### config.mk
export PLATFORM = sky130hd
export DESIGN_NAME = flash_burst_ctrl
export DESIGN_NICKNAME = d
export VERILOG_FILES = /design/src/flash_burst_pkg.sv /design/src/burst_addr_step.sv /design/src/flash_burst_ctrl.sv
export SDC_FILE = /design/constraint.sdc
export NUM_CORES = 1
export LEC_CHECK = 0
export BUFFER_PORTS_ARGS = -buffer_cell sky130_fd_sc_hd__buf_2
export CELL_PAD_IN_SITES_DETAIL_PLACEMENT = 0
export CELL_PAD_IN_SITES_GLOBAL_PLACEMENT = 1
export CORE_ASPECT_RATIO = 0.9
export CORE_UTILIZATION = 47
export CTS_CLUSTER_SIZE = 16
export DETAILED_ROUTE_END_ITERATION = 12
export PLACE_DENSITY = 0.87
export SYNTH_ARGS = -nofsm -noshare
export SYNTH_HDL_FRONTEND = slang
export SYNTH_HIERARCHICAL = 1
export SYNTH_SLANG_ARGS = --single-unit
### constraint.sdc
create_clock -name clock_in -period 5.4 [get_ports clock_in]
set_input_delay 0.27 -clock clock_in [delete_from_list [all_inputs] [get_ports clock_in]]
set_output_delay 0.27 -clock clock_in [all_outputs]
set_load 0.005 [all_outputs]
### src/flash_burst_pkg.sv
`default_nettype none

package flash_burst_pkg;

  // Register byte offsets on the software port.
  localparam logic [3:0]  CFG_OFFSET        = 4'h0;
  localparam logic [3:0]  STS_OFFSET        = 4'h4;
  localparam logic [15:0] CFG_RESET         = 16'h0041;

  // Burst read configuration field positions.
  localparam int          EDGE_BIT          = 6;
  localparam int          WRAP_BIT          = 3;
  localparam int          LEN_LSB           = 0;

  // Burst length codes.
  localparam logic [2:0]  LEN_4             = 3'h1;
  localparam logic [2:0]  LEN_8             = 3'h2;
  localparam logic [2:0]  LEN_16            = 3'h3;
  localparam logic [2:0]  LEN_CONT          = 3'h7;

  // Status register field positions.
  localparam int          STS_POWER_LSB     = 0;
  localparam int          STS_MODE_BIT      = 2;
  localparam int          STS_BURST_BIT     = 3;
  localparam int          STS_WAIT_BIT      = 4;

  // Status word returned on the data pins in read status mode.
  localparam int          STAT_READY_BIT    = 7;
  localparam int          STAT_SEQ_ERR_BIT  = 4;

  // Command codes.
  localparam logic [7:0]  CMD_READ_ARRAY    = 8'hFF;
  localparam logic [7:0]  CMD_READ_STATUS   = 8'h70;
  localparam logic [7:0]  CMD_CLEAR_STATUS  = 8'h50;
  localparam logic [7:0]  CMD_PROG_SETUP    = 8'h40;
  localparam logic [7:0]  CMD_ERASE_SETUP   = 8'h20;
  localparam logic [7:0]  CMD_ERASE_CONFIRM = 8'hD0;

  // Timing: the power save entry delay in nanoseconds and in clock cycles.
  localparam int          CLK_PERIOD_NS     = 20;
  localparam int          APS_TIME_NS       = 5000;
  localparam int          APS_CYCLES        = (APS_TIME_NS + CLK_PERIOD_NS - 1) / CLK_PERIOD_NS;
  localparam int          APS_CNT_W         = $clog2(APS_CYCLES + 1);

  typedef enum logic [1:0] {PWR_STANDBY = 2'b00, PWR_ACTIVE = 2'b01, PWR_APS = 2'b10} power_state_e;
  typedef enum logic {RM_ARRAY = 1'b0, RM_STATUS = 1'b1} read_mode_e;
  typedef enum logic [1:0] {CS_IDLE = 2'b00, CS_PROG = 2'b01, CS_ERASE = 2'b10} cmd_state_e;
  typedef enum logic [1:0] {BS_IDLE = 2'b00, BS_LATENCY = 2'b01, BS_DATA = 2'b10,
                            BS_ROW_WAIT = 2'b11} burst_state_e;

  // Low address bits that roll over in wrap mode; zero means linear.
  function automatic logic [3:0] burst_wrap_mask(input logic [2:0] code);
    unique case (code)
      LEN_4:   return 4'h3;
      LEN_8:   return 4'h7;
      LEN_16:  return 4'hF;
      default: return 4'h0;
    endcase
  endfunction : burst_wrap_mask

  // Words in a fixed burst; zero means continuous.
  function automatic logic [4:0] burst_words(input logic [2:0] code);
    return {1'b0, burst_wrap_mask(code)} + ((code == LEN_4) || (code == LEN_8) ||
           (code == LEN_16) ? 5'h01 : 5'h00);
  endfunction : burst_words

endpackage : flash_burst_pkg

`default_nettype wire

### src/burst_addr_step.sv
`timescale 1ns/1ps
`default_nettype none

module burst_addr_step
  import flash_burst_pkg::*;
#(
  parameter int ADDR_W = 16
)(
  input  wire logic [ADDR_W-1:0] addr_in,
  input  wire logic [2:0]        length_code_in,
  input  wire logic              wrap_disable_in,
  output logic      [ADDR_W-1:0] next_addr_out,
  output logic                   row_cross_out,
  output logic                   space_end_out
);

  // Wrap mode rolls only the bits covered by the length; otherwise count up.
  wire logic [ADDR_W-1:0] linear    = ADDR_W'(addr_in + 1'b1);
  wire logic [ADDR_W-1:0] full_mask = {{(ADDR_W-4){1'b0}}, burst_wrap_mask(length_code_in)};
  wire logic              wrapping  = !wrap_disable_in && (full_mask != '0);

  // Next address, a crossing into a new 16-word row, and the last address.
  assign next_addr_out = wrapping ? ((addr_in & ~full_mask) | (linear & full_mask)) : linear;
  assign row_cross_out = !wrapping && (linear[3:0] == 4'h0);
  assign space_end_out = &addr_in;

endmodule : burst_addr_step

`default_nettype wire

### src/flash_burst_ctrl.sv
// Summary of operation
// - Chosen clock edge starts bursts, drives data, wait.
// - Wrap mode rolls inside aligned word group.
// - No-wrap mode gives consecutive increasing addresses.
// - Wait stalls the host until data valid.
// - Length field picks 4, 8, 16, continuous.
// - Continuous burst linear until address space end.
// - No array reads beyond the selected length.
// - Active while selected and out of reset.
// - Power save when selected, idle, address quiet.
// - Deselected in read mode means standby, outputs off.
// - Program or erase keeps device active until done.
// - Reset disables device, ignores all control inputs.
// - Command taken only with write and select low.
// - Array changes only after two-cycle sequence.
// - Latched command survives select and busy changes.
// - Reset or supply lockout restores read array.
// - After program or erase, stay in status mode.
// - Misaligned linear burst waits once at row crossing.
//
// The address map and strobed register access were chosen for this implementation.
`timescale 1ns/1ps
`default_nettype none

module flash_burst_ctrl
  import flash_burst_pkg::*;
#(
  parameter int ADDR_W        = 16,
  parameter int DATA_W        = 16,
  parameter int FIRST_LATENCY = 4
)(
  input  wire logic              clock_in,
  input  wire logic              rst_n_in,
  input  wire logic              link_clk_in,
  input  wire logic              ce_n_in,
  input  wire logic              we_n_in,
  input  wire logic              oe_n_in,
  input  wire logic              adv_n_in,
  input  wire logic              lockout_in,
  input  wire logic [ADDR_W-1:0] addr_in,
  input  wire logic [DATA_W-1:0] dq_in,
  output logic      [DATA_W-1:0] dq_out,
  output logic                   dq_oe_out,
  output logic                   wait_out,
  output logic      [ADDR_W-1:0] array_addr_out,
  output logic                   array_rd_out,
  input  wire logic [DATA_W-1:0] array_data_in,
  output logic                   prog_start_out,
  output logic                   erase_start_out,
  output logic      [ADDR_W-1:0] op_addr_out,
  output logic      [DATA_W-1:0] op_data_out,
  input  wire logic              wsm_busy_in,
  output logic      [1:0]        power_state_out,
  input  wire logic [3:0]        reg_addr_in,
  input  wire logic [15:0]       reg_wdata_in,
  input  wire logic              reg_wr_in,
  input  wire logic              reg_rd_in,
  output logic      [15:0]       reg_rdata_out
);

  localparam int               PW        = 6 + ADDR_W + DATA_W;
  localparam logic [PW-1:0]    PIN_IDLE  = {4'hF, {(PW-4){1'b0}}};
  localparam logic [3:0]       LAT_LOAD  = 4'(FIRST_LATENCY - 1);
  localparam logic [3:0]       ROW_LOAD  = 4'((FIRST_LATENCY > 2) ? FIRST_LATENCY - 2 : 0);

  logic         [PW-1:0]     pins_meta;
  logic         [PW-1:0]     pins_q;
  logic         [PW-1:0]     pins_prev;
  logic         [15:0]       burst_read_config;
  power_state_e              power_state;
  power_state_e              next_power;
  logic         [APS_CNT_W-1:0] aps_count;
  read_mode_e                read_mode;
  cmd_state_e                cmd_state;
  logic                      seq_err;
  burst_state_e              bstate;
  logic         [ADDR_W-1:0] burst_addr;
  logic         [3:0]        lat_cnt;
  logic         [4:0]        beat;
  logic                      start_misaligned;
  logic                      row_done;
  logic         [DATA_W-1:0] status_word;
  logic         [15:0]       sts_reg;

  //////////////////////////////////////////////////////////////////////////////
  // Pin synchronisers: every pin passes two flops before any logic sees it.
  wire logic [PW-1:0] pins_raw = {ce_n_in, we_n_in, oe_n_in, adv_n_in, link_clk_in,
                                  lockout_in, addr_in, dq_in};

  // Two-stage capture plus one history stage for edge detection.
  always_ff @(posedge clock_in or negedge rst_n_in)
  begin
    if (!rst_n_in)
    begin
      pins_meta <= PIN_IDLE;
      pins_q    <= PIN_IDLE;
      pins_prev <= PIN_IDLE;
    end
    else
    begin
      pins_meta <= pins_raw;
      pins_q    <= pins_meta;
      pins_prev <= pins_q;
    end
  end

  // Decoded pin levels and edges.
  wire logic              ce_low     = !pins_q[PW-1];
  wire logic              we_n_q     = pins_q[PW-2];
  wire logic              oe_low     = !pins_q[PW-3];
  wire logic              adv_low    = !pins_q[PW-4];
  wire logic              lclk_rise  = pins_q[PW-5] && !pins_prev[PW-5];
  wire logic              lclk_fall  = !pins_q[PW-5] && pins_prev[PW-5];
  wire logic              lockout    = pins_q[PW-6];
  wire logic [ADDR_W-1:0] addr_q     = pins_q[ADDR_W+DATA_W-1:DATA_W];
  wire logic [DATA_W-1:0] dq_q       = pins_q[DATA_W-1:0];
  wire logic              we_rise    = we_n_q && !pins_prev[PW-2];
  wire logic              addr_moved = addr_q != pins_prev[ADDR_W+DATA_W-1:DATA_W];

  //////////////////////////////////////////////////////////////////////////////
  // Configuration decode.
  wire logic [2:0] len_code    = burst_read_config[LEN_LSB+2:LEN_LSB];
  wire logic       wrap_dis    = burst_read_config[WRAP_BIT];
  wire logic       sel_edge    = burst_read_config[EDGE_BIT] ? lclk_rise : lclk_fall;
  wire logic [4:0] words       = burst_words(len_code);
  wire logic       linear_mode = wrap_dis || (len_code == LEN_CONT);

  // Software register port; reads answer one cycle later, zero when idle.
  always_ff @(posedge clock_in or negedge rst_n_in)
  begin
    if (!rst_n_in)
    begin
      burst_read_config <= CFG_RESET;
      reg_rdata_out     <= 16'h0000;
    end
    else
    begin
      if (reg_wr_in && (reg_addr_in == CFG_OFFSET))
        burst_read_config <= reg_wdata_in;
      reg_rdata_out <= !reg_rd_in ? 16'h0000 :
                       (reg_addr_in == CFG_OFFSET) ? burst_read_config :
                       (reg_addr_in == STS_OFFSET) ? sts_reg : 16'h0000;
    end
  end

  // Status words for software and for the data pins.
  always_comb
  begin
    sts_reg                                    = 16'h0000;
    sts_reg[STS_POWER_LSB+1:STS_POWER_LSB]     = power_state;
    sts_reg[STS_MODE_BIT]                      = read_mode;
    sts_reg[STS_BURST_BIT]                     = bstate != BS_IDLE;
    sts_reg[STS_WAIT_BIT]                      = wait_out;
    status_word                                = '0;
    status_word[STAT_READY_BIT]                = !wsm_busy_in;
    status_word[STAT_SEQ_ERR_BIT]              = seq_err;
  end

  //////////////////////////////////////////////////////////////////////////////
  // Command interface: writes are taken at the end of a select and write cycle.
  wire logic cmd_write = we_rise && ce_low;
  wire logic [7:0] cmd = dq_q[7:0];

  // Mode changes only by accepted commands or lockout; select and busy never touch it.
  always_ff @(posedge clock_in or negedge rst_n_in)
  begin
    if (!rst_n_in)
    begin
      read_mode       <= RM_ARRAY;
      cmd_state       <= CS_IDLE;
      seq_err         <= 1'b0;
      prog_start_out  <= 1'b0;
      erase_start_out <= 1'b0;
      op_addr_out     <= '0;
      op_data_out     <= '0;
    end
    else
    begin
      prog_start_out  <= 1'b0;
      erase_start_out <= 1'b0;
      if (lockout)
      begin
        read_mode <= RM_ARRAY;
        cmd_state <= CS_IDLE;
      end
      else if (cmd_write)
      begin
        unique case (cmd_state)
          CS_IDLE:
          begin
            if (cmd == CMD_READ_ARRAY)
              read_mode <= RM_ARRAY;
            else if (cmd == CMD_READ_STATUS)
              read_mode <= RM_STATUS;
            else if (cmd == CMD_CLEAR_STATUS)
              seq_err <= 1'b0;
            else if (cmd == CMD_PROG_SETUP)
              cmd_state <= CS_PROG;
            else if (cmd == CMD_ERASE_SETUP)
              cmd_state <= CS_ERASE;
          end
          CS_PROG:
          begin
            prog_start_out <= 1'b1;
            op_addr_out    <= addr_q;
            op_data_out    <= dq_q;
            read_mode      <= RM_STATUS;
            cmd_state      <= CS_IDLE;
          end
          default:
          begin
            erase_start_out <= cmd == CMD_ERASE_CONFIRM;
            seq_err         <= seq_err || (cmd != CMD_ERASE_CONFIRM);
            op_addr_out     <= addr_q;
            read_mode       <= RM_STATUS;
            cmd_state       <= CS_IDLE;
          end
        endcase
      end
    end
  end

  //////////////////////////////////////////////////////////////////////////////
  // Power state: busy keeps it active, idle time with a quiet bus saves power.
  wire logic aps_ready = aps_count == APS_CNT_W'(APS_CYCLES);
  wire logic aps_hold  = ce_low && !wsm_busy_in && (bstate == BS_IDLE) && !addr_moved;
  assign next_power = !(ce_low || wsm_busy_in) ? PWR_STANDBY :
                      (aps_hold && aps_ready) ? PWR_APS : PWR_ACTIVE;

  // Idle timer and state register; reset holds the device disabled.
  always_ff @(posedge clock_in or negedge rst_n_in)
  begin
    if (!rst_n_in)
    begin
      power_state <= PWR_STANDBY;
      aps_count   <= '0;
    end
    else
    begin
      power_state <= next_power;
      aps_count   <= !aps_hold ? '0 : aps_ready ? aps_count : APS_CNT_W'(aps_count + 1'b1);
    end
  end

  assign power_state_out = power_state;

  //////////////////////////////////////////////////////////////////////////////
  // Burst engine: state moves on the selected link clock edge; deselect returns it to idle at once.
  wire logic [ADDR_W-1:0] next_addr;
  wire logic              row_cross;
  wire logic              space_end;

  burst_addr_step #(.ADDR_W(ADDR_W)) u_step (
    .addr_in         (burst_addr),
    .length_code_in  (len_code),
    .wrap_disable_in (wrap_dis),
    .next_addr_out   (next_addr),
    .row_cross_out   (row_cross),
    .space_end_out   (space_end)
  );

  wire logic burst_start = sel_edge && ce_low && adv_low && we_n_q && !lockout &&
                           (read_mode == RM_ARRAY);
  wire logic deliver     = sel_edge && ce_low && (bstate == BS_DATA) && !burst_start;
  wire logic is_last     = (words != 5'h00) && (beat == 5'(words - 5'h01));
  wire logic go_row_wait = linear_mode && start_misaligned && !row_done && row_cross;

  // Latency, delivery and the one-time row crossing delay.
  always_ff @(posedge clock_in or negedge rst_n_in)
  begin
    if (!rst_n_in)
    begin
      bstate           <= BS_IDLE;
      burst_addr       <= '0;
      lat_cnt          <= 4'h0;
      beat             <= 5'h00;
      start_misaligned <= 1'b0;
      row_done         <= 1'b0;
    end
    else if (!ce_low)
      bstate <= BS_IDLE;
    else if (burst_start)
    begin
      bstate           <= BS_LATENCY;
      burst_addr       <= addr_q;
      lat_cnt          <= LAT_LOAD;
      beat             <= 5'h00;
      start_misaligned <= addr_q[1:0] != 2'b00;
      row_done         <= 1'b0;
    end
    else if (sel_edge)
    begin
      unique case (bstate)
        BS_IDLE: bstate <= BS_IDLE;
        BS_LATENCY, BS_ROW_WAIT:
        begin
          bstate  <= (lat_cnt == 4'h0) ? BS_DATA : bstate;
          lat_cnt <= (lat_cnt == 4'h0) ? 4'h0 : 4'(lat_cnt - 1'b1);
        end
        BS_DATA:
        begin
          burst_addr <= next_addr;
          beat       <= 5'(beat + 1'b1);
          if (is_last || (space_end && linear_mode))
            bstate <= BS_IDLE;
          else if (go_row_wait)
          begin
            bstate   <= BS_ROW_WAIT;
            lat_cnt  <= ROW_LOAD;
            row_done <= 1'b1;
          end
        end
      endcase
    end
  end

  // Array fetch only for a word being handed out: no lookahead reads.
  assign array_rd_out   = deliver;
  assign array_addr_out = burst_addr;
  assign wait_out       = (bstate == BS_LATENCY) || (bstate == BS_ROW_WAIT);
  assign dq_oe_out      = ce_low && oe_low;

  // Output data register: burst words on the chosen edge, else status.
  always_ff @(posedge clock_in or negedge rst_n_in)
  begin
    if (!rst_n_in)
      dq_out <= '0;
    else if (deliver)
      dq_out <= array_data_in;
    else if ((read_mode == RM_STATUS) && ce_low && oe_low)
      dq_out <= status_word;
  end
endmodule : flash_burst_ctrl

`default_nettype wire

Yosys cells after proc, flatten, opt, wreduce, memory -nomap -nowiden
Cells that the tools add are included.
{ "classes": {"addsub": 6, "n_eq_ne": 33, "n_mux": 60, "bitwise": 9, "n_reduce_logical": 75} }
{ "op_table": {"columns": ["op", "count"], "rows": [
  ["16-bit 2-to-1 mux", 8],
  ["2-bit 2-to-1 mux", 16],
  ["1-bit logical AND", 26],
  ["8-bit by 7-bit == test with 1-bit output, second input constant", 3],
  ["8-bit == test, second input constant", 3],
  ["1-bit 2-to-1 mux", 21],
  ["4-bit 2-to-1 mux", 5],
  ["5-bit 2-to-1 mux", 4],
  ["16-bit by 1-bit adder with 16-bit output, second input constant", 1],
  ["16-bit AND", 1],
  ["16-bit by 4-bit AND with 16-bit output", 1],
  ["8-bit 2-to-1 mux", 2],
  ["16-bit inequality test", 1],
  ["4-bit inverter with 16-bit output", 1],
  ["16-bit bitwise OR", 1],
  ["16-bit AND reduction", 1],
  ["16-bit nonzero test", 1],
  ["3-bit inequality test, second input constant", 5],
  ["5-bit AND reduction", 3],
  ["2-bit nonzero test", 7],
  ["1-bit logical NOT", 13],
  ["4-bit logical NOT", 3],
  ["4-bit inequality test, second input constant", 3],
  ["4-bit one-hot mux with 3 select lines", 1],
  ["28 further kinds", 52]
]} }
{ "totals": {"register_bits": 238, "inputBits": 79, "output_inout_bits": 87} }

Logic depth before layout (Yosys ltp)
{ "depth": {"depth_word": 14, "mapped_depth": 10, "depth_no_buf": 10} }

Modules after synthesis
The synthesis kept the hierarchy.
{ "modules_own_cells": {"columns": ["mod", "instances", "cells_each", "area_per_inst_um2", "seq_area_each_um2"], "rows": [
  ["flash_burst_ctrl", 1, 597, 7953.9, 5494.0],
  ["burst_addr_step", 1, 56, 385.4, 0.0]
]} }

Worst setup path before layout
No wires, ideal clock.
{ "synth_path": {"path_type": "flip-flop to flip-flop", "startpoint": "register burst_read_config[1]", "endpoint": "register lat_cnt[2]", "arrival_time_ns": 2.603, "t_required_ns": 5.274, "path_slack_ns": 2.671, "stages_incl_launch_ff": 11, "path_buffers": 1, "synth_period_minus_slack_ns": 2.729, "path_cell_list": "dfrtp_1 -> clkbuf_2 -> o21bai_1 -> inv_1 -> ha_1 -> or3b_1 -> o21a_1 -> nor4_2 -> a21oi_1 -> or2_1 -> a221o_1"} }
{ "synth_via": {"elab_chain_len": 11, "word_cells_on_any_way": 26, "classes_between": "2 x add/sub; 7 x eq/ne; 2 x mux; 15 x reduce/logical"} }
{ "synth_rtl": {"columns": ["element", "line_no", "rtl"], "rows": [
  ["from (decl)", "flash_burst_ctrl.sv:69", "logic [15:0] burst_read_config;"],
  ["from (signal assigned)", "flash_burst_ctrl.sv:139", "burst_read_config <= reg_wdata_in;"],
  ["3-bit by 1-bit == test with 1-bit output or 3-bit by 2-bit == test with 1-bit output (tied branches)", "flash_burst_pkg.sv:53, flash_burst_pkg.sv:63", null],
  ["1-bit logical OR (2 in a row)", "flash_burst_pkg.sv:63", "return {1'b0, burst_wrap_mask(code)} + ((code == LEN_4) || (code == LEN_8) ||"],
  ["1-bit 2-to-1 mux", "flash_burst_pkg.sv:64", "(code == LEN_16) ? 5'h01 : 5'h00);"],
  ["4-bit by 1-bit adder with 5-bit output", "flash_burst_pkg.sv:63", null],
  ["5-bit by 1-bit subtractor with 5-bit output", "flash_burst_ctrl.sv:265", "wire logic is_last = (words != 5'h00) && (beat == 5'(words - 5'h01));"],
  ["5-bit == test", "flash_burst_ctrl.sv:265", null],
  ["1-bit logical AND", "flash_burst_ctrl.sv:265", null],
  ["1-bit logical OR", "flash_burst_ctrl.sv:304", "if (is_last || (space_end && linear_mode))"],
  ["3-bit inequality test (no source line)", null, null],
  ["5-bit AND reduction (no source line) *", null, null],
  ["to (signal assigned)", "flash_burst_ctrl.sv:298", "lat_cnt <= (lat_cnt == 4'h0) ? 4'h0 : 4'(lat_cnt - 1'b1);"],
  ["to (decl)", "flash_burst_ctrl.sv:78", "logic [3:0] lat_cnt;"]
]} }
Every way passes the cells marked *; elsewhere a longest branch is shown, timed or not.
A chain may end at the register's enable or synchronous reset.

Final worst setup path
{ "layout_path": {"startpoint": "register pins_q[34]", "endpoint": "output port array_rd_out"} }
{ "layout_via": {"elab_chain_len": 7} }
{ "layout_rtl": {"columns": ["element", "line_no", "rtl"], "rows": [
  ["from (decl)", "flash_burst_ctrl.sv:67", "logic [PW-1:0] pins_q;"],
  ["from (signal assigned)", "flash_burst_ctrl.sv:102", "pins_q <= pins_meta;"],
  ["1-bit logical NOT", "flash_burst_ctrl.sv:111", "wire logic adv_low = !pins_q[PW-4];"],
  ["1-bit logical AND (4 in a row)", "flash_burst_ctrl.sv:262", "wire logic burst_start = sel_edge && ce_low && adv_low && we_n_q && !lockout &&"],
  ["1-bit logical NOT", "flash_burst_ctrl.sv:264", "wire logic deliver = sel_edge && ce_low && (bstate == BS_DATA) && !burst_start;"],
  ["1-bit logical AND", "flash_burst_ctrl.sv:264", null],
  ["to (decl)", "flash_burst_ctrl.sv:46", "output logic array_rd_out,"]
]} }
Every way passes these cells.

==> out/qor.csv <==
metric,value,unit
run status,"complete, but fails checks",
violated checks,hold timing,
post-synthesis cell type count,55,
height of the die,128.4,um
hold endpoint,dq_out[14]$_DFFE_PN0P_,
"Largest stage delay, worst path",0.87,ns
Post-Route WL,17570,um
share of cells above drive strength 1,0.3095,
initial antenna violation count,0,
Crit-path slowest cell,nor2_2,
Leak Pwr,0.005259,uW
fin crit share,0.5509,
post-synth top area share,0.6242,
Routed WL per cell,15.37,um
area occupied by multi-input gates,2719,um^2
total number of vias,5725,
final setup fails,0,
critical path capture point type,output pin,
DRT iter0 DRCs,296,
#FFs+latches synth,219,
Reg2Reg Depth,9,
cell with the most instances after synthesis,dfrtp_1,
cell area after layout,10870,um^2
CTS Root Buffer Type,clkbuf_16,
dpl cell area,9403,um^2
Reg area,5494,um^2
row cnt,45,
CTS clock-pin slew for the worst setup and hold paths,0.07,ns
worst endpoint required time,5.13,ns
"top cells by count, synth","208 x dfrtp_1, 58 x nand2_1, 55 x nor2_1",
P&R area growth vs syn,30.31,%
GPL Wtd Cong,0.8133,
mean area per synthesized cell,12.77,um^2
worst IR drop on VDD,293.3,uV
hold_sp,array_data_in[14],
Slew @ Worst Pin,1.097,ns
core area,17120,um^2
Fillers,1374,
Top delay family on crit path,simple AND/OR/NAND/NOR gates,
ant diodes,0,
Rel. slew slack,0.2681,
Max Root-Sink Buffers,3,
Final Critical Period,2.975,ns
"Slew Viols, Final",0,
final non-filler cell total,1143,
vias in the first global route,5740,
"critical path, cell by cell",or4b_1 -> nand2_1 -> nor2_2 -> buf_2,
Max Clk Rate,0.3362,GHz
Final #Nets,978,
Buffers & Inverters on Critical Path,1,
Die X,142.4,um
Setup Skew,0.02069,ns
DRT Pass-1 Iters,4,
worst skew pair latency,0.52,ns
R2R Path End,lat_cnt[2]$_DFFE_PN0P_,
H-tree level count,1,
Top Ports,166,
most used flip-flop cell after synthesis,dfrtp_1,
All-Layer GR Usage,0.1959,
number of synthesized flops with an enable pin,0,
synth warn,6,
RSZ-0062 raised after global routing,false,
reg2reg start,burst_read_config[1]$_DFFE_PN0P_,
R2R setup slack,2.45,ns
clock sinks,219,
Via density,5.009,
Hold Path Class,input port to flop,
global-route wire length before repair,28400,um
Starting Density,0.4872,
ANT nets after route,0,
dpl cells,1036,
Async SR Flop Fraction,1.000,
synthesized area,8339,um^2
WP data arrival,2.70,ns
largest net degree at the start of global routing,124,
total gr overflow,0,
Max Cap Viol,0,
CTS tree,done,
CTS resizes,0,
crit-path max FO,34,
setup TNS,0,ns
Die ar.,18280,um^2
Hold WS,-0.004110,ns
CP Launch Type,flop,
Detailed Place HPWL,11490,um
Cells on Worst Hold Path,3,
"Seq/Total Area, Yosys",0.6588,
critical path class,flop to output pin,
CTS Buf Count,23,
Synth area leader,dfrtp_1,
syn_nets,740,
drt drc,0,
final hold viol count,1,
Gate Count Post-Synth,653,
pwr dens,368.1,nW/um^2
Synth area leaders,"dfrtp_1 62%, mux2_2 6.6%, dfstp_2 3.5%",
I/O Buffers,165,
flip-flops by register name, indices dropped and copies added (netlist names), 4 cells and up:
name	count
aps_count	8
array_addr_out	16
beat	5
burst_read_config	16
dq_out	16
lat_cnt	4
op_addr_out	16
op_data_out	16
pins_meta	38
pins_prev	18
pins_q	38
reg_rdata_out	16
per-layer routing:
layer | GRT usage | up-vias | wire [um]
met4 | 0.06262 | 0 | 498
met2 | 0.3276 | 165 | 8597
li1 | - | 2720 | -
met1 | 0.2619 | 2802 | 7615
met3 | 0.03461 | 38 | 857
met5 | 0 | - | 0
stage by stage:
| step | setup slack [ns] | power (uW) | util |
|---|---|---|---|
| 3_5_place_dp | 2.463 | 2322 | 0.5493 |
| 5_1_grt | 2.167 | 4171 | 0.6349 |
| 2_1_floorplan | 2.671 | 2130 | - |
| 3_3_place_gp | 2.596 | 2299 | 0.5493 |
| 4_1_cts | 2.366 | 4044 | 0.6349 |
| 6_report | 2.425 | 4000 | 0.6349 |
worst max-delay path by stage:
stage,startpoint,end,slack (ns),cells past startpoint
after floorplan,burst_read_config[1]$_DFFE_PN0P_,lat_cnt[2]$_DFFE_PN0P_,2.67,10
after global placement,burst_read_config[2]$_DFFE_PN0P_,lat_cnt[2]$_DFFE_PN0P_,2.60,9
after detailed placement,burst_read_config[1]$_DFFE_PN0P_,lat_cnt[2]$_DFFE_PN0P_,2.46,9
after CTS,read_mode$_DFFE_PN0P_,array_rd_out,2.37,4
after global routing,read_mode$_DFFE_PN0P_,array_rd_out,2.17,4
final,pins_q[34]$_DFF_PN1_,array_rd_out,2.43,4
logic make-up (layout without fill, tap and decap cells):
family,after synthesis,in the layout,share of synthesized area
buffers and inverters,30,285,0.01545
XOR/XNOR,42,42,0.04411
flip-flops,219,219,0.6588
multiplexers,67,67,0.08777
AND/OR/NAND/NOR,206,206,0.1230
adder cells (fa/ha/maj),8,8,0.01200
AO/OA/AOI/OAI,81,81,0.05881
worst min-delay path, stage by stage:
cell,delay (ns)
buf_2,0.08
nand2_1,0.03
o21ai_0,0.08
power breakdown:
part | switching [uW] | internal, uW | leakage [uW] | total [uW]
clock network | 657 | 1010 | 0.000399 | 1670
registers | 135 | 1760 | 0.00268 | 1900
logic | 210 | 221 | 0.00217 | 431
total | 1000 | 3000 | 0.00526 | 4000
area by class of cell:
type / instances / area share
Clock buffer: 27 / 0.05619
Tap cell: 235 / 0.02706
Inverter: 10 / 0.003454
Sequential cell: 219 / 0.5056
Clock inverter: 15 / 0.01865
Multi-Input combinational cell: 404 / 0.2502
Timing Repair Buffer: 233 / 0.1389
cells in the final DEF (no fill, tap or decap), types with 3 or more instances in the layout:
cell type,count
ha_1,8
xor2_1,23
and2_1,13
nor4_1,11
clkbuf_16,23
inv_1,10
buf_2,164
nand2b_1,6
o21ai_0,30
dfrtp_1,208
mux2_2,49
bufinv_16,4
and3_1,3
nand3_1,14
a21oi_1,26
o21a_1,3
dfstp_2,11
mux2i_1,18
a31oi_1,4
xnor2_1,19
nand4_1,10
nor2_1,54
clkinv_2,6
dlygate4sd3_1,65
o22ai_1,3
buf_4,3
nand2_1,58
nor2_2,3
nand3b_1,3
nor3_1,12
timing repair:
action | in CTS | in global routing
hold buffers | 65 | 0
buffers inserted | 0 | 0
endpoints found under the hold margin | 185 | 0
Note: power is estimated with default switching activity, not from simulation.
